## src/include/adcmc_defines.vh

```
// Constants for the converter mode control and result readout block
// Contract
// - Run bit is set by software write of one or a selected hardware trigger.
// - Run bit zero keeps conversion halted; it resets to zero.
// - Single mode converts designated channels once, then clears the run bit itself.
// - Scan mode converts repeatedly until software writes the run bit to zero; with interrupt enable one it holds after each round until the end flag clears.
// - Clock select zero gives 40 states at phi/2; one gives 80 states at phi/4.
// - Group select zero is select mode, one is group mode.
// - Channel code n picks channel n, or channels 0 to n in group mode.
// - Top bit of the control register reads zero; software writes zero there.
// - Start-mode bit zero is low power mode, one is high speed start.
// - Trigger source 00 software only, 01 timer, 11 external pin, 10 reserved.
// - Scan bit zero is single mode, one is repeating scan mode.
// - Dual sample bit one samples two channels at the same instant.
// - Buffer code 01 moves each new result into A while A shifts into B.
// - Buffer code 10 chains result 1 into A then C, result 2 into B then D.
// - Buffer code 11 forms a four-deep chain A to B to C to D.
// - Control register clears on power-on reset and standby, not manual reset.
// - Eight 16-bit result registers answer word and byte reads.
// - A word read returns all sixteen bits of a result register.
// - A byte read at the even address returns value bits nine to two.
// - Results hold ten bits, upper six read zero, clear on reset or standby.
// - End flag sets on completion; cleared by reading it as one then writing zero.
// - End flag set with interrupt enable one raises the end interrupt request.
`ifndef ADCMC_DEFINES_VH
`define ADCMC_DEFINES_VH

// ==========================================
// Register offsets, low byte of the address
`define ADCMC_OFS_CSR 8'he0
`define ADCMC_OFS_CTRL 8'he1
`define ADCMC_OFS_RES_BASE 8'hf0
`define ADCMC_RESET_BYTE 8'h00
`define ADCMC_RESET_RES 10'h000

// ==========================================
// Status and control field positions
`define ADCMC_CSR_FLAG 7
`define ADCMC_CSR_IE 6
`define ADCMC_CSR_RUN 5
`define ADCMC_CSR_CKS 4
`define ADCMC_CSR_GRP 3
`define ADCMC_CTRL_TOP 7
`define ADCMC_CTRL_PWR 6
`define ADCMC_CTRL_SCAN 3
`define ADCMC_CTRL_DUAL_SAMPLE_ENABLE 2

// ==========================================
// Trigger source and buffer codes
`define ADCMC_TRG_SW 2'h0
`define ADCMC_TRG_TIMER 2'h1
`define ADCMC_TRG_PIN 2'h3
`define ADCMC_BUF_NONE 2'h0
`define ADCMC_BUF_AB 2'h1
`define ADCMC_BUF_AC_BD 2'h2
`define ADCMC_BUF_ABCD 2'h3

// ==========================================
// Conversion timing
`define ADCMC_TICKS_PER_CONV 5'h14
`define ADCMC_DIV_FAST 2'h1
`define ADCMC_DIV_SLOW 2'h3

`endif

```

## src/hw/adcmc_top.v

```verilog
// Converter mode control, sequencing and result readout
`timescale 1ns/1ns
`default_nettype none
`include "adcmc_defines.vh"

module adcmc_top
(
    // Clock and power-on reset
    input wire clk,
    input wire rst,
    // Standby entry, clears registers
    input wire standby,
    // Register access from the bus master
    input wire bus_req,
    input wire bus_we,
    input wire bus_word,
    input wire [7:0] bus_addr,
    input wire [15:0] bus_wdata,
    output reg [15:0] bus_rdata_q,
    output reg bus_ack_q,
    // Start triggers
    input wire multifunction_timer_trig,
    input wire external_trigger_pin_n,
    // Analog front end
    input wire [9:0] conversion_value_bits,
    output reg ana_sample_q,
    output reg ana_dual_q,
    output reg [2:0] ana_channel_q,
    output reg ana_fast_start_q,
    // Interrupt request
    output reg conversion_end_irq_q
);

    // ==========================================
    // State machine codes
    localparam [2:0] ST_IDLE = 3'b001;
    localparam [2:0] ST_CONV = 3'b010;
    localparam [2:0] ST_HOLD = 3'b100;

    // ==========================================
    // Control and status registers
    reg conversion_end_flag_q;
    reg end_interrupt_enable_q;
    reg conversion_run_bit_q;
    reg conv_clock_select_q;
    reg group_mode_select_q;
    reg [2:0] channel_code_q;
    reg start_mode_select_q;
    reg [1:0] trigger_source_q;
    reg scan_mode_q;
    reg dual_sample_enable_q;
    reg [1:0] buffer_chain_q;
    reg flag_seen_q;
    reg pin_prev_q;
    reg [2:0] state_q;
    reg [2:0] cur_ch_q;

    wire [7:0] conv_control_status;
    wire [7:0] conv_control;
    wire sel_csr;
    wire sel_ctrl;
    wire sel_res;
    wire wr_csr;
    wire wr_ctrl;
    wire [7:0] csr_wbyte;
    wire [7:0] ctrl_wbyte;
    wire hw_trigger;
    wire run_set;
    wire conv_done;
    wire last_ch;
    wire round_end;
    wire flag_clear;
    wire [2:0] first_ch;
    wire start_conv;
    wire [9:0] rd_value;
    wire timer_start;

    // ==========================================
    // Register images
    assign conv_control_status = {conversion_end_flag_q, end_interrupt_enable_q,
        conversion_run_bit_q, conv_clock_select_q, group_mode_select_q, channel_code_q};
    assign conv_control = {1'b0, start_mode_select_q, trigger_source_q,
        scan_mode_q, dual_sample_enable_q, buffer_chain_q};

    // ==========================================
    // Address decode, big-endian word at the status offset
    assign sel_csr = bus_addr == `ADCMC_OFS_CSR;
    assign sel_ctrl = bus_addr == `ADCMC_OFS_CTRL ||
        (bus_word && bus_addr == `ADCMC_OFS_CSR);
    assign sel_res = bus_addr >= `ADCMC_OFS_RES_BASE;
    assign wr_csr = bus_req && bus_we && sel_csr;
    assign wr_ctrl = bus_req && bus_we && sel_ctrl;
    assign csr_wbyte = bus_word ? bus_wdata[15:8] : bus_wdata[7:0];
    assign ctrl_wbyte = bus_wdata[7:0];

    // ==========================================
    // Start conditions
    function trig_ok;
        input [1:0] src;
        input tmr;
        input pin_fall;
        begin
            case (src)
                `ADCMC_TRG_TIMER: trig_ok = tmr;
                `ADCMC_TRG_PIN: trig_ok = pin_fall;
                default: trig_ok = 1'b0;
            endcase
        end
    endfunction

    assign hw_trigger = trig_ok(trigger_source_q, multifunction_timer_trig,
        pin_prev_q && !external_trigger_pin_n);
    assign run_set = (wr_csr && csr_wbyte[`ADCMC_CSR_RUN]) || hw_trigger;

    // ==========================================
    // Channel walk
    assign first_ch = group_mode_select_q ? 3'h0 : channel_code_q;
    assign last_ch = cur_ch_q == channel_code_q;
    assign round_end = conv_done && last_ch;
    assign start_conv = (state_q == ST_IDLE && conversion_run_bit_q) ||
        (state_q == ST_HOLD && !conversion_end_flag_q);
    assign timer_start = start_conv || (conv_done && !round_end) ||
        (round_end && scan_mode_q && !end_interrupt_enable_q);

    // Clear only after the set flag has been read
    assign flag_clear = wr_csr && flag_seen_q && !csr_wbyte[`ADCMC_CSR_FLAG];

    adcmc_conv_timer u_timer
    (
        .clk(clk),
        .rst(rst),
        .clr(standby || !conversion_run_bit_q),
        .start(timer_start),
        .slow(conv_clock_select_q),
        .done_q(conv_done)
    );

    adcmc_result_bank u_bank
    (
        .clk(clk),
        .rst(rst),
        .clr(standby),
        .wr(conv_done && state_q == ST_CONV),
        .ch(cur_ch_q),
        .value(conversion_value_bits),
        .buf_mode(buffer_chain_q),
        .rd_idx(bus_addr[3:1]),
        .rd_value(rd_value)
    );

    // ==========================================
    // Control registers
    always @(posedge clk or posedge rst)
    begin
        if (rst)
        begin
            end_interrupt_enable_q <= 1'b0;
            conv_clock_select_q <= 1'b0;
            group_mode_select_q <= 1'b0;
            channel_code_q <= 3'h0;
            start_mode_select_q <= 1'b0;
            trigger_source_q <= `ADCMC_TRG_SW;
            scan_mode_q <= 1'b0;
            dual_sample_enable_q <= 1'b0;
            buffer_chain_q <= `ADCMC_BUF_NONE;
            pin_prev_q <= 1'b1;
        end
        else
        begin
            pin_prev_q <= external_trigger_pin_n;
            if (standby)
            begin
                end_interrupt_enable_q <= 1'b0;
                conv_clock_select_q <= 1'b0;
                group_mode_select_q <= 1'b0;
                channel_code_q <= 3'h0;
                start_mode_select_q <= 1'b0;
                trigger_source_q <= `ADCMC_TRG_SW;
                scan_mode_q <= 1'b0;
                dual_sample_enable_q <= 1'b0;
                buffer_chain_q <= `ADCMC_BUF_NONE;
            end
            else
            begin
                if (wr_csr)
                begin
                    end_interrupt_enable_q <= csr_wbyte[`ADCMC_CSR_IE];
                    conv_clock_select_q <= csr_wbyte[`ADCMC_CSR_CKS];
                    group_mode_select_q <= csr_wbyte[`ADCMC_CSR_GRP];
                    channel_code_q <= csr_wbyte[2:0];
                end
                if (wr_ctrl)
                begin
                    start_mode_select_q <= ctrl_wbyte[`ADCMC_CTRL_PWR];
                    trigger_source_q <= ctrl_wbyte[5:4];
                    scan_mode_q <= ctrl_wbyte[`ADCMC_CTRL_SCAN];
                    dual_sample_enable_q <= ctrl_wbyte[`ADCMC_CTRL_DUAL_SAMPLE_ENABLE];
                    buffer_chain_q <= ctrl_wbyte[1:0];
                end
            end
        end
    end

    // ==========================================
    // Run bit, end flag and sequencer
    always @(posedge clk or posedge rst)
    begin
        if (rst)
        begin
            conversion_run_bit_q <= 1'b0;
            conversion_end_flag_q <= 1'b0;
            flag_seen_q <= 1'b0;
            state_q <= ST_IDLE;
            cur_ch_q <= 3'h0;
        end
        else if (standby)
        begin
            conversion_run_bit_q <= 1'b0;
            conversion_end_flag_q <= 1'b0;
            flag_seen_q <= 1'b0;
            state_q <= ST_IDLE;
            cur_ch_q <= 3'h0;
        end
        else
        begin
            // End flag: a completing round wins over a clear
            if (round_end)
                conversion_end_flag_q <= 1'b1;
            else if (flag_clear)
                conversion_end_flag_q <= 1'b0;
            if (bus_req && !bus_we && sel_csr && conversion_end_flag_q)
                flag_seen_q <= 1'b1;
            else if (flag_clear || !conversion_end_flag_q)
                flag_seen_q <= 1'b0;

            // Run bit
            if (run_set)
                conversion_run_bit_q <= 1'b1;
            else if (wr_csr && !csr_wbyte[`ADCMC_CSR_RUN])
                conversion_run_bit_q <= 1'b0;
            else if (round_end && !scan_mode_q)
                conversion_run_bit_q <= 1'b0;

            case (state_q)
                ST_IDLE:
                begin
                    cur_ch_q <= first_ch;
                    if (conversion_run_bit_q)
                        state_q <= ST_CONV;
                end
                ST_CONV:
                begin
                    if (!conversion_run_bit_q)
                        state_q <= ST_IDLE;
                    else if (conv_done)
                    begin
                        cur_ch_q <= last_ch ? first_ch : cur_ch_q + 3'h1;
                        if (last_ch && !scan_mode_q)
                            state_q <= ST_IDLE;
                        else if (last_ch && end_interrupt_enable_q)
                            state_q <= ST_HOLD;
                    end
                end
                ST_HOLD:
                begin
                    if (!conversion_run_bit_q)
                        state_q <= ST_IDLE;
                    else if (!conversion_end_flag_q)
                        state_q <= ST_CONV;
                end
                default:
                    state_q <= ST_IDLE;
            endcase
        end
    end

    // ==========================================
    // Analog front end controls and interrupt
    always @(posedge clk or posedge rst)
    begin
        if (rst)
        begin
            ana_sample_q <= 1'b0;
            ana_dual_q <= 1'b0;
            ana_channel_q <= 3'h0;
            ana_fast_start_q <= 1'b0;
            conversion_end_irq_q <= 1'b0;
        end
        else
        begin
            // Sample strobe at each conversion start
            ana_sample_q <= timer_start && conversion_run_bit_q;
            ana_dual_q <= dual_sample_enable_q;
            ana_channel_q <= cur_ch_q;
            ana_fast_start_q <= start_mode_select_q || conversion_run_bit_q;
            conversion_end_irq_q <= conversion_end_flag_q && end_interrupt_enable_q;
        end
    end

    // ==========================================
    // Read data path
    always @(posedge clk or posedge rst)
    begin
        if (rst)
        begin
            bus_rdata_q <= 16'h0000;
            bus_ack_q <= 1'b0;
        end
        else
        begin
            bus_ack_q <= bus_req;
            bus_rdata_q <= 16'h0000;
            if (bus_req && !bus_we)
            begin
                if (sel_res && bus_word)
                    bus_rdata_q <= {6'h00, rd_value};
                else if (sel_res && !bus_addr[0])
                    bus_rdata_q <= {8'h00, rd_value[9:2]};
                else if (sel_res)
                    bus_rdata_q <= {8'h00, rd_value[7:0]};
                else if (sel_csr && bus_word)
                    bus_rdata_q <= {conv_control_status, conv_control};
                else if (sel_csr)
                    bus_rdata_q <= {8'h00, conv_control_status};
                else if (sel_ctrl)
                    bus_rdata_q <= {8'h00, conv_control};
            end
        end
    end

endmodule // adcmc_top

`default_nettype wire

```

## src/hw/adcmc_conv_timer.v

```verilog
// Conversion time counter with converter clock divider
`timescale 1ns/1ns
`default_nettype none
`include "adcmc_defines.vh"

module adcmc_conv_timer
(
    // Clock and reset
    input wire clk,
    input wire rst,
    input wire clr,
    // Control
    input wire start,
    input wire slow,
    // Status
    output reg done_q
);

    reg [1:0] div_q;
    reg [4:0] tick_q;
    reg busy_q;
    wire [1:0] div_max;
    wire tick_en;

    assign div_max = slow ? `ADCMC_DIV_SLOW : `ADCMC_DIV_FAST;
    assign tick_en = busy_q && (div_q == div_max);

    always @(posedge clk or posedge rst)
    begin
        if (rst)
        begin
            div_q <= 2'h0;
            tick_q <= 5'h00;
            busy_q <= 1'b0;
            done_q <= 1'b0;
        end
        else
        begin
            done_q <= 1'b0;
            if (clr)
            begin
                busy_q <= 1'b0;
                div_q <= 2'h0;
                tick_q <= 5'h00;
            end
            else if (start)
            begin
                busy_q <= 1'b1;
                div_q <= 2'h0;
                tick_q <= 5'h00;
            end
            else if (busy_q)
            begin
                div_q <= tick_en ? 2'h0 : div_q + 2'h1;
                if (tick_en)
                begin
                    // 20 converter clocks: 40 or 80 states
                    if (tick_q == `ADCMC_TICKS_PER_CONV - 5'h1)
                    begin
                        busy_q <= 1'b0;
                        done_q <= 1'b1;
                    end
                    tick_q <= tick_q + 5'h1;
                end
            end
        end
    end

endmodule // adcmc_conv_timer

`default_nettype wire

```

## src/hw/adcmc_result_bank.v

```verilog
// Eight result registers with optional buffer chaining
`timescale 1ns/1ns
`default_nettype none
`include "adcmc_defines.vh"

module adcmc_result_bank
(
    // Clock and reset
    input wire clk,
    input wire rst,
    input wire clr,
    // Store port
    input wire wr,
    input wire [2:0] ch,
    input wire [9:0] value,
    input wire [1:0] buf_mode,
    // Read port
    input wire [2:0] rd_idx,
    output wire [9:0] rd_value
);

    reg [9:0] res_q [0:7];
    integer i;

    assign rd_value = res_q[rd_idx];

    always @(posedge clk or posedge rst)
    begin
        if (rst)
        begin
            for (i = 0; i < 8; i = i + 1)
                res_q[i] <= `ADCMC_RESET_RES;
        end
        else if (clr)
        begin
            for (i = 0; i < 8; i = i + 1)
                res_q[i] <= `ADCMC_RESET_RES;
        end
        else if (wr)
        begin
            if (ch == 3'h0 && buf_mode == `ADCMC_BUF_AB)
            begin
                res_q[1] <= res_q[0];
                res_q[0] <= value;
            end
            else if (ch == 3'h0 && buf_mode == `ADCMC_BUF_AC_BD)
            begin
                res_q[2] <= res_q[0];
                res_q[0] <= value;
            end
            else if (ch == 3'h1 && buf_mode == `ADCMC_BUF_AC_BD)
            begin
                res_q[3] <= res_q[1];
                res_q[1] <= value;
            end
            else if (ch == 3'h0 && buf_mode == `ADCMC_BUF_ABCD)
            begin
                res_q[3] <= res_q[2];
                res_q[2] <= res_q[1];
                res_q[1] <= res_q[0];
                res_q[0] <= value;
            end
            else
                res_q[ch] <= value;
        end
    end

endmodule // adcmc_result_bank

`default_nettype wire

```

## config.mk

```make
export PLATFORM = sky130hd
export DESIGN_NAME = adcmc_top
export DESIGN_NICKNAME = d
export VERILOG_FILES = /design/src/hw/adcmc_top.v /design/src/hw/adcmc_conv_timer.v /design/src/hw/adcmc_result_bank.v
export VERILOG_INCLUDE_DIRS = /design/src /design/src/include
export SDC_FILE = /design/constraint.sdc
export NUM_CORES = 1
export LEC_CHECK = 0
export ABC_AREA = 0
export BUFFER_PORTS_ARGS = -buffer_cell sky130_fd_sc_hd__buf_2
export CAP_MARGIN = 20
export CORE_AREA = 2 2 141 102
export CTS_CLUSTER_DIAMETER = 120
export DETAILED_ROUTE_END_ITERATION = 7
export DIE_AREA = 0 0 143 104
export HOLD_SLACK_MARGIN = 0.06
export PLACE_DENSITY = 0.74
export SETUP_SLACK_MARGIN = 0.3
export SLEW_MARGIN = 20
export SYNTH_ARGS = -nofsm -noshare
export SYNTH_HDL_FRONTEND = slang
export SYNTH_SLANG_ARGS = --single-unit
export TNS_END_PERCENT = 30
```

## constraint.sdc

```tcl
create_clock -name clk -period 5.8 [get_ports clk]
set_clock_uncertainty 0.05 [all_clocks]
set_input_delay 1.16 -clock clk [delete_from_list [all_inputs] [get_ports clk]]
set_output_delay 1.16 -clock clk [all_outputs]
set_load 0.005 [all_outputs]
```

# Word level (Yosys, flattened, before mapping)
# Index checks and enable logic that the tools add are counted.
[op_classes]
eq_ne = 27
div = 0
n_mux = 92
order_cmp = 4
mul = 0
n_reduce_logical = 68
n_bitwise = 2
n_shift = 0
add_sub_neg = 3
[op_table]
columns = ["cell", "count"]
rows = [
  ["$mux W80", 2],
  ["$mux W40", 3],
  ["$mux W10", 10],
  ["$bwmux W80", 1],
  ["$mux W16", 5],
  ["$mux W60", 1],
  ["$mux W50", 1],
  ["$mux W3", 15],
  ["$logic_and A1 B1 Y1", 32],
  ["$mux W1", 32],
  ["$bmux W10 S3", 1],
  ["$demux W10 S3", 1],
  ["$mux W20", 1],
  ["$mux W5", 4],
  ["$mux W2", 9],
  ["$eq A8 B8 Y1 const B", 2],
  ["$mux W8", 2],
  ["$reduce_bool A3 Y1", 5],
  ["$logic_not A1 Y1", 10],
  ["$ne A3 B2 Y1 const B", 3],
  ["$pmux W3 S3", 1],
  ["$reduce_and A3 Y1", 3],
  ["$ge A4 B4 Y1 const B", 2],
  ["$ge A8 B8 Y1 const B", 1],
  ["other kinds (29)", 49],
]
[word_totals]
regBits = 136
input_bits = 42
out_inout_bits = 24
mem_bits_rw = 0
latchBits = 0
word_cells = 230
romBits = 0
mem_count = 0

# Depth between registers and ports, before layout
# Gate-level depths: netlist of run 1.
[depth]
word_depth = 12
ltp_mapped = 10
depth_no_buf = 7

# By module
# Synthesis of run 1 repeated with hierarchy kept, for this count alone.
[unflattened]
hier_cells = 669
hier_area_um2 = 7179.4
[by_module_without_submodules]
columns = ["module", "area_per_inst_um2", "n_inst", "seq_area_each_um2", "cells_each"]
rows = [
  ["adcmc_result_bank", 4314.1, 1, 2001.9, 398],
  ["adcmc_top", 2418.6, 1, 1178.6, 226],
  ["adcmc_conv_timer", 446.7, 1, 225.2, 45],
]

# Least setup slack after synthesis of run 1
# OpenSTA, ideal clock, no wires.
[synth_path]
path_type = "in2reg"
startpoint = "input port bus_addr[2]"
endpoint = "register buffer_chain_q[0]"
path_slack_ps = 3158
setup_time_ps = 132
arrival_time_ps = 2460
n_path_buf = 1
t_required_ps = 5618
path_stages = 5
path_cell_list = "buf_6 > or3_4 > nor4_4 > mux2i_1 > nor2_1"
[synth_between]
elab_chain_len = 5
elab_cells_between_ends = 6
cone_classes = "2 x eq/ne; 4 x reduce/logical"
[synth_rtl]
columns = ["element", "line_no", "source"]
rows = [
  ["from (decl)", "adcmc_top.v:17", "input wire [7:0] bus_addr,"],
  ["$eq A8 B8 Y1 (no source line)", "--", ""],
  ["$logic_and A1 B1 Y1", "--", ""],
  ["$logic_or A1 B1 Y1 (*)", "adcmc_top.v:88", "assign sel_ctrl = bus_addr == `ADCMC_OFS_CTRL ||"],
  ["$logic_and A1 B1 Y1 (*)", "adcmc_top.v:92", "assign wr_ctrl = bus_req && bus_we && sel_ctrl;"],
  ["$reduce_bool A2 Y1 (no source line) (*)", "--", ""],
  ["to (signal assigned)", "adcmc_top.v:165", "buffer_chain_q <= `ADCMC_BUF_NONE;"],
  ["to (signal assigned)", "adcmc_top.v:181", "buffer_chain_q <= `ADCMC_BUF_NONE;"],
  ["to (signal assigned)", "adcmc_top.v:198", "buffer_chain_q <= ctrl_wbyte[1:0];"],
  ["to (decl)", "adcmc_top.v:52", "reg [1:0] buffer_chain_q;"],
]
# Every way passes the cells marked *; elsewhere a longest branch is shown, timed or not.
# A chain may end at the register's enable or synchronous reset.

# Worst setup path in the final report of run 1
[layout_path]
startpoint = "register cur_ch_q[0]"
endpoint = "register u_bank.res_q[65] (netlist bit)"
[layout_between]
elab_chain_len = 12
elab_cells_between_ends = 21
cone_classes = "2 x order compare; 2 x eq/ne; 9 x mux; 1 x bitwise; 7 x reduce/logical"
[layout_rtl]
columns = ["element", "line_no", "source"]
rows = [
  ["from (decl)", "adcmc_top.v:56", "reg [2:0] cur_ch_q;"],
  ["from (signal assigned)", "adcmc_top.v:247", "cur_ch_q <= first_ch;"],
  ["from (signal assigned)", "adcmc_top.v:257", "cur_ch_q <= last_ch ? first_ch : cur_ch_q + 3'h1;"],
  ["$not A3 Y4 (implied by the code)", "adcmc_result_bank.v:64", "res_q[ch] <= value;"],
  ["$ge A4 B4 Y1 (implied by the code) or $lt A4 B1 Y1 (tied branches)", "adcmc_result_bank.v:64", ""],
  ["$logic_and A1 B1 Y1 (implied by the code)", "adcmc_result_bank.v:64", ""],
  ["$mux W10 (implied by the code)", "adcmc_result_bank.v:64", ""],
  ["$demux W10 S3", "adcmc_result_bank.v:64", ""],
  ["$bwmux W80", "adcmc_result_bank.v:64", ""],
  ["$mux W40", "adcmc_result_bank.v:56", "else if (ch == 3'h0 && buf_mode == `ADCMC_BUF_ABCD)"],
  ["$mux W10", "adcmc_result_bank.v:51", "else if (ch == 3'h1 && buf_mode == `ADCMC_BUF_AC_BD)"],
  ["$mux W10", "adcmc_result_bank.v:46", "else if (ch == 3'h0 && buf_mode == `ADCMC_BUF_AC_BD)"],
  ["$mux W20", "adcmc_result_bank.v:41", "if (ch == 3'h0 && buf_mode == `ADCMC_BUF_AB)"],
  ["$mux W80", "adcmc_result_bank.v:39", "else if (wr)"],
  ["$mux W80", "adcmc_result_bank.v:34", "else if (clr)"],
  ["to (signal, indexed assignment)", "adcmc_result_bank.v:32", "res_q[i] <= `ADCMC_RESET_RES;"],
  ["to (signal, indexed assignment)", "adcmc_result_bank.v:37", "res_q[i] <= `ADCMC_RESET_RES;"],
  ["to (signal, indexed assignment)", "adcmc_result_bank.v:64", ""],
  ["to (decl)", "adcmc_result_bank.v:22", "reg [9:0] res_q [0:7];"],
]
# Parallel ways exist; a longest one is shown, timed or not. The select of a mux whose other input is x is not followed.

==> results.py, run 1 <==
metrics = {
    "logic_synthesis": {
        "synth_cell_types": 64,
        "synth_commonest_cells": "dfrtp_1 (134), nor2_1 (86), nand2_1 (70)",
        "synth_most_common_cell": "dfrtp_1",
        "synthFlopType": "dfrtp_1",
        "async_flop_share": 1.00,
        "muxShareOfSynthArea": 0.146,
        "ys_seq_elements": 136,
        "synthXorXnorAreaFrac": 0.0142,
        "synth_compound_area_frac": 0.153,
        "yosys.area_share.simple": 0.178,
        "ys.warnings.count": 0,
        "synth_top_cell_by_area": "dfrtp_1",
        "syn_inst": 734,
        "synthAdderAreaFrac": 0.00678,
        "synth_area_leaders": "dfrtp_1 (45%), mux2i_1 (9.0%), nor2_1 (4.4%), mux2_2 (3.7%), nand2_1 (3.6%)",
        "ys_seq_area_frac": 0.462,
        "syn-num-nets": 780,
        "synth_top_cell_area_share": 0.454,
        "syn_area_mm2": 0.00738,
        "synth_top_family_by_area": "simple AND/OR/NAND/NOR gates",
        "synth_edf_count": 0,
        "avgSynthCellArea_um2": 10.1,
    },
    "cells_and_area": {
        "final_area_mm2": 0.00837,
        "filler_cell_count": 1082,
        "area_growth_pct": 13.4,
        "fin_nets": 812,
        "drive_above_1_share": 0.195,
        "diodes": 0,
        "final_core_util": 0.617,
        "regArea_mm2": 0.00341,
        "multi_input_area_mm2": 0.00367,
    },
    "placement": {
        "portBuffers": 65,
        "dpl_worst_slack_ns": 2.42,
        "place_congestion": 0.887,
        "post-dp-hpwl_mm": 13.8,
        "dpl_cell_area_mm2": 0.00773,
    },
    "floorplan": {
        "core_area_mm2": 0.0136,
        "start_util": 0.544,
        "die_y_um": 104,
        "die_x_um": 143,
        "io_pins": 66,
        "dieArea_mm2": 0.0149,
        "placementRows": 36,
    },
    "sta": {
        "setup_viol": 0,
        "fin_crit_sh": 0.592,
        "hold_violations": 0,
        "maxSlewHeadroom": 0.220,
        "finalCriticalPeriod_ns": 3.43,
        "worst_slack_ns": 2.37,
        "totalNegativeSetupSlack_ns": 0,
        "worstMarginPinSlew_ns": 1.17,
        "fmax_mhz": 291,
        "drv_slew": 0,
        "rsz0062_at_grt": "no",
    },
    "pwr": {
        "cellPowerDensity_mw_per_mm2": 272,
        "switching_power_uw": 544,
        "peakVddDrop_uv": 205,
        "clkPwrFrac": 0.519,
        "seqPwrFrac": 0.423,
        "intPower_uw": 1730,
        "finalPower_uw": 2280,
        "power.leakage_uw": 0.00385,
        "swShare": 0.239,
        "pwr-share-comb": 0.058,
    },
    "drt": {
        "drc_errors": 0,
        "firstDrtPassIters": 6,
        "routed_via_density": 6.38,
        "drt_iter0_drc": 725,
        "antenna_left": 0,
        "wl_per_cell_um": 21.8,
        "vias": 6183,
        "routed_wl_mm": 21.1,
    },
    "setup_path": {
        "crit_path_cell_trace": "inv_1 > ha_1 > nand4bb_1 > and2_1 > o21ai_0 > nor2b_1 > o2bb2ai_1",
        "slowest_stage": "nor2b_1",
        "endpoint_kind": "flop",
        "required_ns": 6.10,
        "rr_worst_depth": 7,
        "reg2reg_slack_ns": 2.37,
        "start_kind": "flop",
        "crit_start": "cur_ch_q[0]$_DFFE_PP0P_",
        "critPathBufInv": 1,
        "arrival_ns": 3.73,
        "worstReg2RegEnd": "u_bank.res_q[65]$_DFFE_PP0P_",
        "worstReg2RegStart": "cur_ch_q[0]$_DFFE_PP0P_",
        "timing_worst_setup_path_type": "reg -> reg",
        "cp_max_fo": 15,
        "cpPeakStageDelay_ns": 0.74,
        "critical-path-top-delay-family": "simple AND/OR/NAND/NOR gates",
    },
    "run": {
        "maxCapViolCount": 0,
    },
    "cts": {
        "cts.clk_slew.worst_paths_ns": 0.06,
        "cts_tree": "done",
        "hold_buffers": 0,
        "cts_resized": 0,
        "clk_path_buf_depth": 2,
        "cts_setup_buffers": 0,
        "clk-insertion-delay-late_ns": 0.43,
        "cts_num_sinks": 136,
        "htreeDepth": 4,
        "clock_tree.root_cell": "clkbuf_16",
        "cts_made_buffers": 17,
    },
    "grt": {
        "grt_pass1_vias": 6184,
        "grt_usage": 0.297,
        "grt_overflow_total": 0,
        "grt_max_degree": 90,
        "grt_pass1_wl_mm": 33.9,
        "antenna_found_initial": 0,
    },
    "hold_path": {
        "min_to": "ana_dual_q$_DFF_PP0_",
        "hold_path_depth": 0,
        "worstHoldPathType": "reg -> reg",
        "hp-start": "dual_sample_enable_q$_DFFE_PP0P_",
    },
    "status": {
        "status": "completed",
    },
}
## power by group through the flow
| stage | Sequential [uW] | Combinational [uW] | Clock [uW] |
|---|---|---|---|
| final | 963 | 132 | 1180 |
| after global routing | 963 | 145 | 1240 |
| after CTS | 963 | 132 | 1180 |
| after detailed placement | 980 | 131 | 0 |
| after global placement | 979 | 128 | 0 |
| after floorplan | 978 | 86.0 | 0 |
## worst max path at each step
stage	end	slack, ns	cells after the start
floorplan	ana_channel_q[0]$_DFF_PP0_	0.95	1
global placement	u_bank.res_q[68]$_DFFE_PP0P_	2.50	7
detailed placement	u_bank.res_q[65]$_DFFE_PP0P_	2.42	7
CTS	u_bank.res_q[65]$_DFFE_PP0P_	2.42	7
global route	u_bank.res_q[67]$_DFFE_PP0P_	2.23	7
finish	u_bank.res_q[65]$_DFFE_PP0P_	2.37	7
## flip-flops by register name, summed over array words and instances, names as in the netlist, 2 cells and up
register          cells
u_timer.div_q         2
state_q               3
trigger_source_q      2
buffer_chain_q        2
u_bank.res_q         80
cur_ch_q              3
u_timer.tick_q        5
ana_channel_q         3
channel_code_q        3
bus_rdata_q          16
## layer usage
metal  GRT usage  routed length (um)
met4      0.0792                 228
met2       0.418                9360
met1       0.436                9370
met5           0                   0
met3       0.102                2150
## cell usage in the layout (no fill, tap or decap), types with 10 or more instances in the layout
cell,netlist,layout
o21ai_0,19,19
nor2_1,86,86
o41ai_1,10,10
mux2_2,24,24
clkbuf_16,0,17
nand2b_1,17,17
nor3_1,16,16
a22oi_1,25,25
a21oi_1,26,26
dfrtp_1,134,134
o2bb2ai_1,10,10
mux2i_1,66,66
a221oi_1,18,18
nand3_1,19,19
nand2_1,70,70
buf_2,13,65
## metrics by stage
step                cells  hold WS (ns)
detailed placement    937         0.388
global route          969         0.431
global placement      937         0.383
floorplan             734         0.299
CTS                   969         0.411
finish                969         0.407
## layout make-up
type                            count  share of cell area
Multi-Input combinational cell    529               0.439
Sequential cell                   136               0.407
Clock buffer                       19              0.0529
Timing Repair Buffer               72              0.0451
Tap cell                          190              0.0284
Clock inverter                     13              0.0230
Inverter                           10             0.00478
## kinds of logic after synthesis
group	count (synthesis)
and+or+nand+nor	261
AOI/OAI and AO/OA	155
DFF	136
muxes	97
buffers and inverters	69
xor gates and xnor gates	12
adders and majority gates	4
Note: power is estimated with default switching activity, not from simulation.
==> run 2: changes to the inputs <==
- ABC_AREA: 0 -> 1
- CORE_AREA: 2 2 141 102 -> 2 2 145 105
- DIE_AREA: 0 0 143 104 -> 0 0 147 107
- PLACE_DENSITY: 0.74 -> 0.76
- clock period: 5.8 -> 2.9 ns (I/O delays scaled with it)
==> results.py, run 2 <==
metrics = {
    "placement": {
        "post-dp-hpwl_mm": 16.0,
        "dpl_worst_slack_ns": 0.217,
        "portBuffers": 65,
        "place_congestion": 0.915,
    },
    "setup_path": {
        "timing_worst_setup_path_type": "reg -> reg",
        "endpoint_kind": "flop",
        "required_ns": 3.17,
        "cp_max_fo": 44,
        "crit_start": "cur_ch_q[1]$_DFFE_PP0P_",
        "start_kind": "flop",
        "arrival_ns": 2.68,
        "worstReg2RegStart": "cur_ch_q[1]$_DFFE_PP0P_",
    },
    "cts": {
        "clk-insertion-delay-late_ns": 0.43,
        "cts_num_sinks": 136,
        "cts.clk_slew.worst_paths_ns": 0.06,
        "clk_path_buf_depth": 2,
        "htreeDepth": 4,
        "cts_made_buffers": 17,
        "hold_buffers": 0,
        "cts_tree": "done",
        "clock_tree.root_cell": "clkbuf_16",
    },
    "drt": {
        "drt_iter0_drc": 1077,
        "antenna_left": 0,
        "routed_wl_mm": 23.1,
        "routed_via_density": 5.70,
        "vias": 7638,
        "drc_errors": 0,
        "firstDrtPassIters": 6,
        "wl_per_cell_um": 17.2,
    },
    "floorplan": {
        "die_x_um": 147,
        "dieArea_mm2": 0.0157,
        "core_area_mm2": 0.0144,
        "placementRows": 37,
        "start_util": 0.538,
        "die_y_um": 107,
        "io_pins": 66,
    },
    "status": {
        "status": "completed",
    },
    "sta": {
        "fmax_mhz": 414,
        "setup_viol": 0,
        "fin_crit_sh": 0.833,
        "maxSlewHeadroom": 0.614,
        "drv_slew": 0,
        "worst_slack_ns": 0.485,
        "hold_violations": 0,
        "totalNegativeSetupSlack_ns": 0,
        "worstMarginPinSlew_ns": 0.577,
        "finalCriticalPeriod_ns": 2.41,
        "rsz0062_at_grt": "no",
    },
    "pwr": {
        "peakVddDrop_uv": 390,
        "power.leakage_uw": 0.00459,
        "cellPowerDensity_mw_per_mm2": 519,
    },
    "grt": {
        "antenna_found_initial": 0,
        "grt_usage": 0.304,
        "grt_pass1_vias": 6912,
        "grt_overflow_total": 0,
        "grt_pass1_wl_mm": 37.2,
        "grt_max_degree": 65,
    },
    "cells_and_area": {
        "fin_nets": 1180,
        "drive_above_1_share": 0.138,
        "largestRegisters": "u_bank.res_q x80, bus_rdata_q x16, u_timer.tick_q x5",
        "layout_common_cells": "nand2_1 (388), dfrtp_1 (134), nand3_1 (122), inv_1 (84), o21ai_0 (74)",
        "largest-register": "u_bank.res_q",
        "final_common_cell": "nand2_1",
        "largest_register_ff_count": 80,
        "area_growth_pct": 16.5,
        "diodes": 0,
    },
    "logic_synthesis": {
        "syn_area_mm2": 0.00773,
        "synth_top_cell_by_area": "dfrtp_1",
        "ys.warnings.count": 0,
        "synth_commonest_cells": "nand2_1 (390), dfrtp_1 (134), nand3_1 (123)",
        "syn_inst": 1073,
        "ys_seq_elements": 136,
        "synth_cell_types": 35,
        "synth_top_cell_area_share": 0.434,
        "async_flop_share": 1.00,
        "synthFlopType": "dfrtp_1",
        "synth_most_common_cell": "nand2_1",
        "syn-num-nets": 1119,
        "avgSynthCellArea_um2": 7.20,
        "synth_edf_count": 0,
        "ys_seq_area_frac": 0.441,
        "synth_area_leaders": "dfrtp_1 (43%), nand2_1 (19%), nand3_1 (8.0%), o21ai_0 (4.9%), nand4_1 (4.5%)",
    },
    "run": {
        "maxCapViolCount": 0,
    },
    "hold_path": {
        "worstHoldPathType": "in -> async",
    },
}
## run 2: changes by cell type after synthesis, sizes merged, moves of 10 or more
cell | previous run | this run
nand2b | 17 | 0
o2bb2ai | 10 | 0
a22oi | 25 | 0
a221oi | 20 | 0
inv | 10 | 89
nand3 | 19 | 129
mux2i | 66 | 0
nor2 | 86 | 45
o41ai | 10 | 0
o21ai | 19 | 76
nand4 | 5 | 55
mux2 | 25 | 0
nand2 | 70 | 390
a21oi | 27 | 16
## run 2: path summary, 6_finish.rpt
| kind | end | cells past startpoint | slack (ns) |
|---|---|---|---|
| max in group asynchronous | pin_prev_q$_DFF_PP1_ | 3 | 1.95 |
| setup / recovery | u_bank.res_q[5]$_DFFE_PP0P_ | 12 | 0.49 |
| setup reg to reg | u_bank.res_q[5]$_DFFE_PP0P_ | 12 | 0.49 |
| min in group clk | pin_prev_q$_DFF_PP1_ | 1 | 0.21 |
| hold reg to reg | ana_dual_q$_DFF_PP0_ | 0 | 0.37 |
| hold / removal | u_bank.res_q[18]$_DFFE_PP0P_ | 2 | 0.12 |
## run 2: cell families after synthesis
logic type | after synthesis | share of synthesized area
DFF | 136 | 0.441
adders and majority gates | 4 | 0.00648
buffers and inverters | 149 | 0.0797
and+or+nand+nor | 643 | 0.365
AOI/OAI and AO/OA | 132 | 0.0980
xor gates and xnor gates | 9 | 0.0102
## run 2: repair_timing
item,in CTS,in global routing
setup endpoints to repair,30,70
hold endpoints to repair,0,0
pin swaps,0,2
gates cloned,0,1
buffers inserted,0,7
gates resized for setup,3,5
## run 2: worst max-delay path, cell delays in order, from the launching register on
cell	delay (ns)
dfrtp_1	0.49
inv_1	0.18
ha_1	0.23
nand2_1	0.11
nor2_4	0.06
buf_4	0.14
nand3_2	0.07
o21ai_2	0.08
a21oi_4	0.12
buf_6	0.34
nand3_4	0.23
nand2_1	0.13
nand2_1	0.05
## run 2: power by group
group	internal (uW)	switching [uW]	leakage [uW]
combinational	124	317	0.00241
clock	1480	798	0.000293
sequential	1930	26.2	0.00188
total	3530	1140	0.00459
## run 2: per-layer routing
| layer | track usage | part of all wire |
|---|---|---|
| met1 | 0.444 | 0.45 |
| met4 | 0.0824 | 0.017 |
| met3 | 0.114 | 0.13 |
| met2 | 0.421 | 0.41 |
| met5 | 0 | 0 |
## run 2: layout make-up
| class | count | area, um2 |
|---|---|---|
| clock buffers | 23 | 468 |
| fillers | 1288 | 5350 |
| repair buffers | 100 | 642 |
| multi-input cells | 789 | 3750 |
| flip-flops and latches | 136 | 3410 |
| inverters | 90 | 348 |
| well taps | 195 | 244 |
| clock inverters | 8 | 145 |
## run 2: stage by stage
stage               total power (uW)   util  instances  hold slack (ns)  cell area (um2)
floorplan                       2240      -       1073            0.305             7730
global placement                2400  0.577       1302            0.354             8280
detailed placement              2400  0.577       1302            0.361             8280
CTS                             4670  0.621       1333            0.121             8910
global route                    4840  0.627       1341            0.142             9000
finish                          4670  0.627       1341            0.119             9000
==> run 3: changes to the inputs <==
- clock period: 2.9 -> 2.2 ns (I/O delays scaled with it)
==> results.py, run 3 (synthesis results as in run 2) <==
metrics = {
    "cells_and_area": {
        "fin_nets": 1210,
        "largestRegisters": "u_bank.res_q x80, bus_rdata_q x16, u_timer.tick_q x5",
        "layout_common_cells": "nand2_1 (385), dfrtp_1 (133), nand3_1 (118), inv_1 (81), buf_2 (67)",
        "largest-register": "u_bank.res_q",
        "final_area_mm2": 0.00952,
        "largest_register_ff_count": 80,
        "final_core_util": 0.663,
        "final_common_cell": "nand2_1",
        "area_growth_pct": 23.2,
        "drive_above_1_share": 0.179,
    },
    "floorplan": {
        "die_x_um": 147,
        "dieArea_mm2": 0.0157,
        "placementRows": 37,
        "start_util": 0.538,
        "die_y_um": 107,
        "io_pins": 66,
        "core_area_mm2": 0.0144,
    },
    "placement": {
        "place_congestion": 0.894,
        "post-dp-hpwl_mm": 15.5,
        "dpl_cell_area_mm2": 0.00848,
        "portBuffers": 65,
    },
    "setup_path": {
        "critical-path-top-delay-family": "simple AND/OR/NAND/NOR gates",
        "crit_end": "u_bank.res_q[61]$_DFFE_PP0P_",
        "worstReg2RegStart": "cur_ch_q[1]$_DFFE_PP0P_",
        "worstReg2RegEnd": "u_bank.res_q[61]$_DFFE_PP0P_",
        "arrival_ns": 2.26,
        "required_ns": 2.46,
        "cp_max_fo": 6,
        "rr_worst_depth": 11,
        "cp_num_cells": 11,
        "reg2reg_slack_ns": 0.19,
        "start_kind": "flop",
        "crit_path_cell_trace": "inv_2 > buf_6 > ha_4 > nand4_1 > nand2_2 > nor3_2 > nor2_2 > buf_6 > clkinvlp_4 > nand2_1 > nand2_1",
        "timing_worst_setup_path_type": "reg -> reg",
        "crit_start": "cur_ch_q[1]$_DFFE_PP0P_",
        "cpPeakStageDelay_ns": 0.39,
        "endpoint_kind": "flop",
        "critPathBufInv": 4,
        "slowest_stage": "dfrtp_1",
    },
    "sta": {
        "rsz0062_at_grt": "yes",
        "fmax_mhz": 498,
        "worstMarginPinSlew_ns": 0.734,
        "hold_violations": 0,
        "totalNegativeSetupSlack_ns": 0,
        "maxSlewHeadroom": 0.510,
        "fin_crit_sh": 0.912,
        "drv_slew": 0,
        "setup_viol": 0,
        "finalCriticalPeriod_ns": 2.01,
    },
    "drt": {
        "routed_via_density": 5.84,
        "antenna_left": 0,
        "drc_errors": 0,
        "drt_iter0_drc": 1256,
        "wl_per_cell_um": 17.6,
        "routed_wl_mm": 24.1,
        "vias": 8020,
        "firstDrtPassIters": 7,
    },
    "cts": {
        "clk-insertion-delay-late_ns": 0.43,
        "cts_num_sinks": 136,
        "cts_tree": "done",
        "clk_path_buf_depth": 2,
        "htreeDepth": 4,
        "cts.clk_slew.worst_paths_ns": 0.06,
        "hold_buffers": 0,
        "clock_tree.root_cell": "clkbuf_16",
        "cts_made_buffers": 17,
    },
    "pwr": {
        "finalPower_uw": 6380,
        "peakVddDrop_uv": 605,
        "cellPowerDensity_mw_per_mm2": 670,
        "power.leakage_uw": 0.00482,
    },
    "grt": {
        "grt_pass1_wl_mm": 36.6,
        "grt_overflow_total": 0,
        "antenna_found_initial": 0,
        "grt_pass1_vias": 6979,
        "grt_usage": 0.296,
        "grt_max_degree": 137,
    },
    "status": {
        "status": "completed",
    },
    "hold_path": {
        "worstHoldPathType": "in -> reg",
    },
    "run": {
        "maxCapViolCount": 0,
    },
}
-- run 3: cell count changes in the layout (fill, tap and decap cells not counted), sizes merged --
cell    change
diode       +1
inv         +2
clkbuf      +1
o21ai       -1
buf        +29
-- run 3: final cells by class --
cell class / instances / area, um2
fillers: 1180 / 4830
multi-input cells: 788 / 3850
flip-flops and latches: 136 / 3410
repair buffers: 130 / 1000
clock buffers: 23 / 498
inverters: 90 / 347
well taps: 195 / 244
clock inverters: 9 / 161
repair inverters: 1 / 7.51
diodes: 1 / 2.50
-- run 3: routing by layer --
layer	vias up	part of all wire	GRT usage	routed length, um
met5	-	0	0	0
met4	0	0.027	0.0900	647
met3	76	0.13	0.0885	3070
met2	558	0.42	0.411	10200
met1	3652	0.42	0.442	10200
li1	3734	-	-	-
-- run 3: stage by stage --
| stage | setup slack (ns) | hold WS (ns) | std cells |
|---|---|---|---|
| 2_1_floorplan | 0.0185 | 0.305 | 1073 |
| 3_3_place_gp | 0.198 | 0.347 | 1321 |
| 3_5_place_dp | 0.126 | 0.349 | 1321 |
| 4_1_cts | 0.153 | 0.0663 | 1354 |
| 5_1_grt | 0.144 | 0.0668 | 1372 |
| 6_report | 0.194 | 0.0779 | 1373 |
-- run 3: worst min path at each step --
stage / startpoint / to / slack (ns) / depth (start not counted)
finish: external_trigger_pin_n / pin_prev_q$_DFF_PP1_ / 0.08 / 1
detailed placement: dual_sample_enable_q$_DFFE_PP0P_ / ana_dual_q$_DFF_PP0_ / 0.35 / 0
global placement: dual_sample_enable_q$_DFFE_PP0P_ / ana_dual_q$_DFF_PP0_ / 0.35 / 0
CTS: external_trigger_pin_n / pin_prev_q$_DFF_PP1_ / 0.07 / 1
floorplan: cur_ch_q[2]$_DFFE_PP0P_ / ana_channel_q[2]$_DFF_PP0_ / 0.30 / 0
global route: external_trigger_pin_n / pin_prev_q$_DFF_PP1_ / 0.07 / 1
-- run 3: timing repair --
| item | 4_1_cts | 5_1_grt |
|---|---|---|
| resized for setup | 2 | 71 |
| buffers inserted | 1 | 9 |
| pin swaps | 1 | 9 |
| setup endpoints to repair | 80 | 91 |
| cloned | 0 | 9 |
-- run 3: where the power goes --
part	internal, uW	total [uW]	switching (uW)
sequential	2540	2580	36.1
combinational	186	625	439
clock	2060	3170	1120
